<file path="config.mk">
export PLATFORM = sky130hd
export DESIGN_NAME = cemb_top
export DESIGN_NICKNAME = d
export VERILOG_FILES = /design/src/verilog/cemb_pkg.sv /design/src/verilog/cemb_top.sv
export SDC_FILE = /design/constraint.sdc
export NUM_CORES = 1
export LEC_CHECK = 0
export ABC_AREA = 1
export BUFFER_PORTS_ARGS = -buffer_cell sky130_fd_sc_hd__buf_2
export CAP_MARGIN = 25
export CORE_MARGIN = 4
export CORE_UTILIZATION = 40
export DETAILED_ROUTE_END_ITERATION = 6
export GPL_ROUTABILITY_DRIVEN = 0
export MAX_ROUTING_LAYER = met4
export PLACE_DENSITY_LB_ADDON = 0.3
export SKIP_CTS_REPAIR_TIMING = 1
export SLEW_MARGIN = 20
export SYNTH_ARGS = -nofsm -noshare
export SYNTH_HDL_FRONTEND = slang
export SYNTH_SLANG_ARGS = --single-unit
</file>
<file path="constraint.sdc">
create_clock -name hclk -period 2.28 [get_ports hclk]
set_input_delay 0.456 -clock hclk [delete_from_list [all_inputs] [get_ports hclk]]
set_output_delay 0.456 -clock hclk [all_outputs]
set_load 0.01 [all_outputs]
</file>
<file path="src/verilog/cemb_pkg.sv">
/*
  shared constants for the external memory bus engine: register offsets,
  field positions, reset values and the bus sequencer states.
  assumes a 32-bit ahb-lite slave decoding haddr[7:0].
*/
package cemb_pkg;
  // register byte offsets
  localparam logic [7:0] CEMB_OFS_ADDR = 8'h00;
  localparam logic [7:0] CEMB_OFS_WDATA = 8'h04;
  localparam logic [7:0] CEMB_OFS_CTRL = 8'h08;
  localparam logic [7:0] CEMB_OFS_STATUS = 8'h0C;
  localparam logic [7:0] CEMB_OFS_RDATA = 8'h10;
  localparam logic [7:0] CEMB_OFS_IRQ_STAT = 8'h14;
  localparam logic [7:0] CEMB_OFS_IRQ_MASK = 8'h18;
  // control fields
  localparam int CEMB_CTRL_START = 0;
  localparam int CEMB_CTRL_WRITE = 1;
  localparam int CEMB_CTRL_WORD = 2;
  localparam int CEMB_CTRL_LOCK = 3;
  localparam logic [3:0] CEMB_CTRL_RST = 4'h4;
  // status fields
  localparam int CEMB_ST_BUSY = 0;
  localparam int CEMB_ST_ABORT = 1;
  localparam int CEMB_ST_PEND = 2;
  localparam int CEMB_ST_FAST = 3;
  // interrupt status / mask fields
  localparam int CEMB_IRQ_DONE = 0;
  localparam int CEMB_IRQ_ABORT = 1;
  localparam logic [1:0] CEMB_IRQ_RST = 2'h0;
  // pin synchroniser reset: mclk low, extend released, latch open
  localparam logic [3:0] CEMB_PIN_RST = 4'h6;
  typedef enum logic [1:0] {
    CEMB_IDLE,
    CEMB_REQ,
    CEMB_ACC,
    CEMB_DONE
  } cemb_state_t;
endpackage : cemb_pkg

</file>
<file path="src/verilog/cemb_top.sv">
/*
  external memory bus engine: software queues single accesses over
  ahb-lite and the engine runs them on the pin bus, timed from mclk.
  assumes mclk is much slower than hclk (at least 4 hclk per phase);
  all pin inputs except the two drive enables are synchronised.
*/
// The address map and register access over AHB-Lite were chosen for this implementation.
module cemb_top (
  input wire logic hclk,
  input wire logic hresetn,
  input wire logic hsel,
  input wire logic [31:0] haddr,
  input wire logic [1:0] htrans,
  input wire logic hwrite,
  input wire logic [2:0] hsize,
  input wire logic [31:0] hwdata,
  input wire logic hready,
  output logic [31:0] hrdata,
  output logic hreadyout,
  output logic hresp,
  output logic irq,
  input wire logic mclk,
  input wire logic ale,
  input wire logic cycle_extend_n,
  input wire logic abort,
  input wire logic address_drive_enable,
  input wire logic data_drive_enable,
  output logic [31:0] addr_out,
  output logic write_not_read,
  output logic word_not_byte,
  output logic lock,
  output logic addr_grp_oe,
  output logic memory_request_n,
  output logic core_fast_sel,
  input wire logic [31:0] data_in,
  output logic [31:0] data_out,
  output logic data_oe
);
  logic [35:0] pin_s1_r;
  logic [35:0] pin_s2_r;
  logic mclk_d_r;
  logic mclk_s;
  logic ale_s;
  logic ext_n_s;
  logic abort_s;
  logic [31:0] data_s;
  logic mclk_rise;
  logic mclk_fall;
  logic wr_en_r;
  logic [7:0] wr_addr_r;
  logic [31:0] hrdata_r;
  logic [31:0] rd_val;
  logic [31:0] acc_addr_r;
  logic [31:0] acc_wdata_r;
  logic [3:0] ctrl_r;
  logic [31:0] rdata_r;
  logic last_abort_r;
  logic [1:0] irq_stat_r;
  logic [1:0] irq_mask_r;
  logic [1:0] irq_set;
  logic irq_r;
  logic pending_r;
  logic start_req;
  logic busy;
  cemb_pkg::cemb_state_t st_r;
  logic [31:0] addr_int_r;
  logic rw_int_r;
  logic bw_int_r;
  logic lock_int_r;
  logic [31:0] addr_out_r;
  logic rw_out_r;
  logic bw_out_r;
  logic lock_out_r;
  logic mreq_n_r;
  logic fast_r;
  logic data_drv_r;
  logic done_ev;
  logic abort_ev;

  // two-stage synchronisers; only stage two is read by logic
  always_ff @(posedge hclk or negedge hresetn) begin
    if (!hresetn) begin
      pin_s1_r <= {cemb_pkg::CEMB_PIN_RST, 32'h00000000};
      pin_s2_r <= {cemb_pkg::CEMB_PIN_RST, 32'h00000000};
      mclk_d_r <= 1'b0;
    end else begin
      pin_s1_r <= {mclk, ale, cycle_extend_n, abort, data_in};
      pin_s2_r <= pin_s1_r;
      mclk_d_r <= pin_s2_r[35];
    end
  end

  assign mclk_s = pin_s2_r[35];
  assign ale_s = pin_s2_r[34];
  assign ext_n_s = pin_s2_r[33];
  assign abort_s = pin_s2_r[32];
  assign data_s = pin_s2_r[31:0];
  assign mclk_rise = mclk_s && !mclk_d_r;
  assign mclk_fall = !mclk_s && mclk_d_r;

  // ahb address phase capture; reads are prepared here so hrdata is a flop
  always_ff @(posedge hclk or negedge hresetn) begin
    if (!hresetn) begin
      wr_en_r <= 1'b0;
      wr_addr_r <= 8'h00;
      hrdata_r <= 32'h00000000;
    end else begin
      wr_en_r <= hsel && htrans[1] && hwrite && hready;
      if (hsel && hready) begin
        wr_addr_r <= haddr[7:0];
      end
      if (hsel && htrans[1] && !hwrite && hready) begin
        hrdata_r <= rd_val;
      end
    end
  end

  // read decode; unmapped offsets read zero
  always_comb begin
    rd_val = 32'h00000000;
    if (haddr[7:0] == cemb_pkg::CEMB_OFS_ADDR) begin
      rd_val = acc_addr_r;
    end else if (haddr[7:0] == cemb_pkg::CEMB_OFS_WDATA) begin
      rd_val = acc_wdata_r;
    end else if (haddr[7:0] == cemb_pkg::CEMB_OFS_CTRL) begin
      rd_val = {28'h0000000, ctrl_r};
    end else if (haddr[7:0] == cemb_pkg::CEMB_OFS_STATUS) begin
      rd_val = {28'h0000000, fast_r, pending_r, last_abort_r, busy};
    end else if (haddr[7:0] == cemb_pkg::CEMB_OFS_RDATA) begin
      rd_val = rdata_r;
    end else if (haddr[7:0] == cemb_pkg::CEMB_OFS_IRQ_STAT) begin
      rd_val = {30'h00000000, irq_stat_r};
    end else if (haddr[7:0] == cemb_pkg::CEMB_OFS_IRQ_MASK) begin
      rd_val = {30'h00000000, irq_mask_r};
    end
  end

  // software registers; start bit is a pulse and never stored
  always_ff @(posedge hclk or negedge hresetn) begin
    if (!hresetn) begin
      acc_addr_r <= 32'h00000000;
      acc_wdata_r <= 32'h00000000;
      ctrl_r <= cemb_pkg::CEMB_CTRL_RST;
      irq_mask_r <= cemb_pkg::CEMB_IRQ_RST;
    end else if (wr_en_r && !busy) begin
      if (wr_addr_r == cemb_pkg::CEMB_OFS_ADDR) begin
        acc_addr_r <= hwdata;
      end else if (wr_addr_r == cemb_pkg::CEMB_OFS_WDATA) begin
        acc_wdata_r <= hwdata;
      end else if (wr_addr_r == cemb_pkg::CEMB_OFS_CTRL) begin
        ctrl_r <= {hwdata[3:1], 1'b0};
      end else if (wr_addr_r == cemb_pkg::CEMB_OFS_IRQ_MASK) begin
        irq_mask_r <= hwdata[1:0];
      end
    end else if (wr_en_r && wr_addr_r == cemb_pkg::CEMB_OFS_IRQ_MASK) begin
      irq_mask_r <= hwdata[1:0];
    end
  end

  assign start_req = wr_en_r && !busy && (wr_addr_r == cemb_pkg::CEMB_OFS_CTRL)
    && hwdata[cemb_pkg::CEMB_CTRL_START];
  assign busy = pending_r || (st_r != cemb_pkg::CEMB_IDLE);

  // sticky events: a set in the clearing cycle wins
  assign irq_set = {abort_ev, done_ev};
  always_ff @(posedge hclk or negedge hresetn) begin
    if (!hresetn) begin
      irq_stat_r <= cemb_pkg::CEMB_IRQ_RST;
      irq_r <= 1'b0;
    end else begin
      if (wr_en_r && wr_addr_r == cemb_pkg::CEMB_OFS_IRQ_STAT) begin
        irq_stat_r <= (irq_stat_r & ~hwdata[1:0]) | irq_set;
      end else begin
        irq_stat_r <= irq_stat_r | irq_set;
      end
      irq_r <= |(irq_stat_r & irq_mask_r);
    end
  end

  // pending flag holds a start until the next mclk low phase
  always_ff @(posedge hclk or negedge hresetn) begin
    if (!hresetn) begin
      pending_r <= 1'b0;
    end else if (start_req) begin
      pending_r <= 1'b1;
    end else if (st_r == cemb_pkg::CEMB_IDLE && mclk_fall) begin
      pending_r <= 1'b0;
    end
  end

  // bus sequencer, stepped only by synchronised mclk edges
  always_ff @(posedge hclk or negedge hresetn) begin
    if (!hresetn) begin
      st_r <= cemb_pkg::CEMB_IDLE;
      mreq_n_r <= 1'b1;
      fast_r <= 1'b1;
      data_drv_r <= 1'b0;
      addr_int_r <= 32'h00000000;
      rw_int_r <= 1'b0;
      bw_int_r <= 1'b1;
      lock_int_r <= 1'b0;
      rdata_r <= 32'h00000000;
      last_abort_r <= 1'b0;
    end else begin
      case (st_r)
        cemb_pkg::CEMB_IDLE: begin
          if (mclk_fall && pending_r) begin
            mreq_n_r <= 1'b0;
            fast_r <= 1'b0;
            st_r <= cemb_pkg::CEMB_REQ;
          end
          if (mclk_rise && !ctrl_r[cemb_pkg::CEMB_CTRL_LOCK]) begin
            lock_int_r <= 1'b0;
          end
        end
        cemb_pkg::CEMB_REQ: begin
          if (mclk_rise) begin
            addr_int_r <= acc_addr_r;
            rw_int_r <= ctrl_r[cemb_pkg::CEMB_CTRL_WRITE];
            bw_int_r <= ctrl_r[cemb_pkg::CEMB_CTRL_WORD];
            lock_int_r <= ctrl_r[cemb_pkg::CEMB_CTRL_LOCK];
            st_r <= cemb_pkg::CEMB_ACC;
          end
        end
        cemb_pkg::CEMB_ACC: begin
          if (mclk_fall) begin
            data_drv_r <= rw_int_r;
            if (ext_n_s) begin
              if (!rw_int_r) begin
                rdata_r <= data_s;
              end
              last_abort_r <= abort_s;
              mreq_n_r <= 1'b1;
              st_r <= cemb_pkg::CEMB_DONE;
            end
          end
        end
        cemb_pkg::CEMB_DONE: begin
          if (mclk_rise) begin
            data_drv_r <= 1'b0;
            fast_r <= 1'b1;
            st_r <= cemb_pkg::CEMB_IDLE;
          end
        end
        default: begin
          st_r <= cemb_pkg::CEMB_IDLE;
        end
      endcase
    end
  end

  assign done_ev = (st_r == cemb_pkg::CEMB_DONE) && mclk_rise;
  assign abort_ev = (st_r == cemb_pkg::CEMB_ACC) && mclk_fall && ext_n_s && abort_s;

  // output latches, transparent while ale is high; ale is a pin so it is
  // synchronised, which delays the hold by two hclk cycles
  always_ff @(posedge hclk or negedge hresetn) begin
    if (!hresetn) begin
      addr_out_r <= 32'h00000000;
      rw_out_r <= 1'b0;
      bw_out_r <= 1'b1;
      lock_out_r <= 1'b0;
    end else if (ale_s) begin
      addr_out_r <= addr_int_r;
      rw_out_r <= rw_int_r;
      bw_out_r <= bw_int_r;
      lock_out_r <= lock_int_r;
    end
  end

  assign hrdata = hrdata_r;
  assign hreadyout = 1'b1;
  assign hresp = 1'b0;
  assign irq = irq_r;
  assign addr_out = addr_out_r;
  assign write_not_read = rw_out_r;
  assign word_not_byte = bw_out_r;
  assign lock = lock_out_r;
  assign memory_request_n = mreq_n_r;
  assign core_fast_sel = fast_r;
  assign data_out = acc_wdata_r;
  // enables bypass the clock so another master can take the bus at once
  assign addr_grp_oe = address_drive_enable;
  assign data_oe = data_drive_enable && data_drv_r;
endmodule : cemb_top
</file>
==> flow_summary.json, run 1 <==
{
  "status": "complete, no violations",
  "cts.sinks": 295,
  "maxSlewHeadroom": 0.437,
  "ys_seq_elements": 295,
  "holdPathStages": 1,
  "crit_chain": "inv_1, ha_1, inv_1, nor2_1, and3_1, nand2_2, buf_12, o21ai_0",
  "h-tree-depth": 1,
  "finalCritPeriodShare": 0.840,
  "ios": 218,
  "track_usage": 0.184,
  "drcViolationCount": 0,
  "worst_pin_slew_ns": 0.845,
  "dpl_worst_slack_ns": 0.310,
  "p_leak_uw": 0.00681,
  "synth_area_um2": 11000,
  "max_freq_mhz": 522,
  "grt_overflow": 0,
  "layout.cell_area.non_filler_um2": 13800,
  "peakVddDrop_mv": 0.640,
  "cts_root_buf": "clkbuf_16",
  "slowest_stage": "dfrtp_1",
  "arrival_ns": 2.38,
  "routed_wl_um": 27300,
  "fp.dieH_um": 174,
  "final_util": 0.511,
  "final_common_cell": "dfrtp_1",
  "cts_buffer_depth": 3,
  "antenna_found_initial": 0,
  "hp-class": "in2reg",
  "drtPass1Iterations": 5,
  "fin_nets": 1368,
  "fp-row-count": 60,
  "cts_buffers": 31,
  "r2r_start": "st_r[0]",
  "skew_ns": 0.00950,
  "hold_viol": 0,
  "wl_per_cell_um": 16.9,
  "cts_tree": "built",
  "path_common_cell": "inv_1",
  "critPathMaxFanout": 64,
  "area_delta_synth_final_pct": 25.3,
  "setup_viol": 0,
  "vias": 7781,
  "cts.clk_slew.worst_paths_ns": 0.06,
  "final_cell_mix": "286 x dfrtp_1, 264 x nand2_1, 184 x buf_2",
  "die_area_um2": 30300,
  "synth_top_area_frac": 0.649,
  "holdPathEnd": "pin_s1_r[2]",
  "netlist_top_cells_area": "dfrtp_1 65%, nand2_1 9.0%, o21ai_0 5.0%",
  "placed_cell_area_um2": 12400,
  "ant_nets": 0,
  "port_buffers": 185,
  "avgSynthCellArea_um2": 10.8,
  "startpoint": "st_r[0]",
  "period_minus_slack_ns": 1.92,
  "worstPathRequired_ns": 2.74,
  "start_util": 0.408,
  "start_kind": "flip-flop",
  "r2r_cells": 8,
  "r2r-end": "acc_addr_r[20]",
  "fin_ws_ns": 0.364,
  "endpoint_kind": "flip-flop",
  "grt_pass1_wl_um": 43500,
  "worstSetupPathType": "reg2reg",
  "tns_ns": 0,
  "rsz0062_at_grt": "false",
  "yosysSeqAreaShare": 0.670,
  "cpPeakStageDelay_ns": 0.40,
  "power_density_nw_per_um2": 1050,
  "clock_latency_ns": 0.55,
  "netlist_instances": 1024,
  "finalMaxSlewViolations": 0,
  "first_iter_violations": 622,
  "yosysWarnings": 0,
  "core_region_area_um2": 27000,
  "dieWidth_um": 174,
  "yosysUniqueCellTypes": 34,
  "synth_top_area_cell": "dfrtp_1",
  "drive_above_1_share": 0.258,
  "viasPerCell": 4.82,
  "first_global_vias": 7720,
  "r2r_slack_ns": 0.36,
  "dpl.hpwl_um": 18800,
  "cap_violations": 0,
  "grt_max_degree": 80,
  "hold_start": "data_in[2]",
  "synth_nets": 1141
}
==> cells in the mapped netlist (all sizes together) <==
master and count:
conb 2, dfstp 9, o22ai 2, dfrtp 286
buf 28, mux2 55, nand2 269, a21oi 39
a22o 1, clkbuf 18, nor4 2, and3 1
o21ai 124, o32ai 1, nand4 1, nand3b 3
or2 2, nor3 7, a31oi 18, ha 5
o31ai 1, inv 78, nor2 40, nand3 31
a22oi 1
==> per-stage QoR <==
step	hold WS, ns	std cells	total power (uW)
global placement	0.332	1527	9390
detailed placement	0.335	1527	9510
floorplan	0.160	1024	8380
global route	0.00678	1614	15400
finish	0.0138	1615	14500
CTS	-0.0710	1582	14700
==> cell type report <==
cell class | count | area [um^2]
well taps | 341 | 427
repair buffers | 240 | 1530
inverters | 78 | 293
diodes | 1 | 2.50
fillers | 2486 | 13200
multi-input cells | 605 | 3120
flip-flops and latches | 295 | 7390
clock buffers | 44 | 915
clock inverters | 11 | 148
==> sequential cells by signal (all words and copies together), names as in the netlist, 2 cells and up <==
register,cells
pin_s1_r,36
pin_s2_r,36
acc_addr_r,32
addr_int_r,32
addr_out,32
data_out,32
hrdata,32
rdata_r,32
wr_addr_r,8
ctrl_r,3
irq_mask_r,2
irq_stat_r,2
st_r,2
==> worst max-delay path, delay by kind of cell, from the launching register on <==
family | cells | cell delay, ns
simple gates | 3 | 0.51
buf+inv | 3 | 0.43
fa+ha+maj | 1 | 0.19
compound gates | 1 | 0.24
flops | 1 | 0.40
==> how the worst max path moves through the flow <==
stage | to | slack [ns] | depth (start not counted)
floorplan | rdata_r[10] | 0.58 | 6
global placement | hrdata[0] | 0.33 | 10
detailed placement | hrdata[21] | 0.31 | 9
CTS | data_out[29] | 0.37 | 8
global route | data_out[9] | 0.24 | 9
finish | acc_addr_r[20] | 0.36 | 8
==> layer usage <==
layer | track usage | vias up | part of all wire | wire [um]
li1 | - | 3785 | - | -
met1 | 0.263 | 3721 | 0.47 | 12800
met2 | 0.273 | 225 | 0.45 | 12300
met3 | 0.0291 | 50 | 0.056 | 1530
met4 | 0.0564 | 0 | 0.026 | 713
met5 | - | - | 0 | 0
==> cells by family (layout without fill, tap and decap cells) <==
logic type	Yosys count	in the layout	synth area share
other	2	3	0.000681
buffers and inverters	124	373	0.0485
adders and majority gates	5	5	0.00567
and+or+nand+nor	356	356	0.131
AOI/OAI and AO/OA	187	187	0.0882
DFF	295	295	0.670
muxes	55	55	0.0561
==> power breakdown <==
part | switching [uW] | internal (uW)
logic | 1300 | 1090
registers | 614 | 6410
clock network | 2020 | 3120
No activity file was read; power rests on OpenSTA's default activity.
==> run 2, diff against run 1 <==
==> constraint.sdc (replaced) <==
create_clock -name hclk -period 1.95 [get_ports hclk]
set_input_delay 0.39 -clock hclk [delete_from_list [all_inputs] [get_ports hclk]]
set_output_delay 0.39 -clock hclk [all_outputs]
set_load 0.01 [all_outputs]
==> flow_summary.json, run 2 (synthesized netlist as in run 1, its figures left out) <==
{
  "status": "complete, no violations",
  "core_region_area_um2": 27000,
  "wl_per_cell_um": 16.9,
  "final_cell_mix": "286 x dfrtp_1, 264 x nand2_1, 184 x buf_2",
  "worstPathRequired_ns": 2.36,
  "skew_ns": 0.0107,
  "ant_nets": 0,
  "ios": 218,
  "diodes": 0,
  "drive_above_1_share": 0.255,
  "area_delta_synth_final_pct": 25.5,
  "peakVddDrop_mv": 0.562,
  "final_util": 0.512,
  "fp.dieH_um": 174,
  "hold_viol": 0,
  "hp-class": "in2reg",
  "first_iter_violations": 559,
  "die_area_um2": 30300,
  "vias": 7858,
  "fillers": 2473,
  "grt_max_degree": 70,
  "cts_buffers": 31,
  "endpoint_kind": "flip-flop",
  "cts_root_buf": "clkbuf_16",
  "port_buffers": 185,
  "fp-row-count": 60,
  "slowest_stage": "dfrtp_1",
  "worst_pin_slew_ns": 0.570,
  "grt_overflow": 0,
  "cpLargestDelayFamily": "flip-flops",
  "cts.clk_slew.worst_paths_ns": 0.06,
  "fin_nets": 1376,
  "worstSetupPathType": "reg2reg",
  "dpl.hpwl_um": 19000,
  "track_usage": 0.185,
  "power_density_nw_per_um2": 1210,
  "viasPerCell": 4.85,
  "grt_pass1_wl_um": 44100,
  "crit_chain": "inv_1, ha_1, nand2_1, nor3_4, buf_12, mux2_1",
  "setup_viol": 0,
  "finalCritPeriodShare": 0.949,
  "p_seq_frac": 0.491,
  "cap_violations": 0,
  "netSwitchingFraction": 0.271,
  "cpPeakStageDelay_ns": 0.40,
  "pwr-share-comb": 0.169,
  "final_common_cell": "dfrtp_1",
  "regArea_um2": 7390,
  "reg_top3": "pin_s1_r (36), pin_s2_r (36)",
  "cts_buffer_depth": 3,
  "finalMaxSlewViolations": 0,
  "maxSlewHeadroom": 0.619,
  "clock_power_share": 0.340,
  "period_minus_slack_ns": 1.85,
  "drtPass1Iterations": 5,
  "multi_input_area_um2": 3120,
  "dieWidth_um": 174,
  "start_util": 0.408,
  "layout.cell_area.non_filler_um2": 13800,
  "intPower_uw": 12200,
  "tns_ns": 0,
  "start_kind": "flip-flop",
  "critPathBufInv": 2,
  "cts.sinks": 295,
  "critPathMaxFanout": 34,
  "routed_wl_um": 27300,
  "max_freq_mhz": 540,
  "h-tree-depth": 1,
  "cts_tree": "built",
  "antenna_found_initial": 0,
  "power.switching_uw": 4540,
  "placed_cell_area_um2": 12500,
  "first_global_vias": 7975,
  "drcViolationCount": 0,
  "arrival_ns": 2.26,
  "p_leak_uw": 0.00680,
  "clock_latency_ns": 0.54
}
run 2: layer usage:
| metal | vias up | global-route usage | share of wire |
|---|---|---|---|
| met2 | 214 | 0.277 | 0.46 |
| li1 | 3803 | - | - |
| met3 | 61 | 0.0274 | 0.050 |
| met1 | 3780 | 0.265 | 0.46 |
| met5 | - | - | 0 |
| met4 | 0 | 0.0544 | 0.033 |
run 2: final cells by class:
type | count | share of cell area
clock buffers | 43 | 0.0614
clock inverters | 11 | 0.00976
inverters | 78 | 0.0211
multi-input cells | 605 | 0.225
flip-flops and latches | 295 | 0.534
well taps | 341 | 0.0308
repair buffers | 248 | 0.117
run 2: final timing paths:
kind,startpoint,cells after the start,slack [ns],end
setup / recovery,st_r[0],6,0.1,rdata_r[13]
hold / removal,htrans[1],3,0.08,wr_en_r
setup reg to reg,st_r[0],6,0.1,rdata_r[13]
hold reg to reg,pin_s1_r[31],0,0.35,pin_s2_r[31]
max in group asynchronous,hresetn,3,0.90,rdata_r[26]
min in group asynchronous,hresetn,2,0.37,hrdata[8]
run 2: stage by stage:
step | hold WS (ns) | cells | total power [uW] | setup slack (ns)
floorplan | 0.0944 | 1024 | 9790 | 0.252
global placement | 0.329 | 1530 | 11000 | 0.161
detailed placement | 0.332 | 1530 | 11100 | 0.121
CTS | -0.246 | 1584 | 16900 | 0.0953
global route | 0.0779 | 1621 | 17700 | -0.0217
finish | 0.0805 | 1621 | 16700 | 0.0988
run 2: power by group through the flow:
| stage | Clock (uW) | Sequential, uW | Combinational, uW |
|---|---|---|---|
| 2_1_floorplan | 0 | 8340 | 1450 |
| 3_3_place_gp | 0 | 8290 | 2700 |
| 3_5_place_dp | 0 | 8320 | 2820 |
| 4_1_cts | 5870 | 8220 | 2830 |
| 5_1_grt | 6120 | 8380 | 3240 |
| 6_report | 5700 | 8220 | 2830 |
run 2: worst register-to-register path: stages, from the launching register on:
cell and delay (ns):
dfrtp_1 0.40, inv_1 0.13, ha_1 0.25, nand2_1 0.15, nor3_4 0.18, buf_12 0.24
mux2_1 0.38
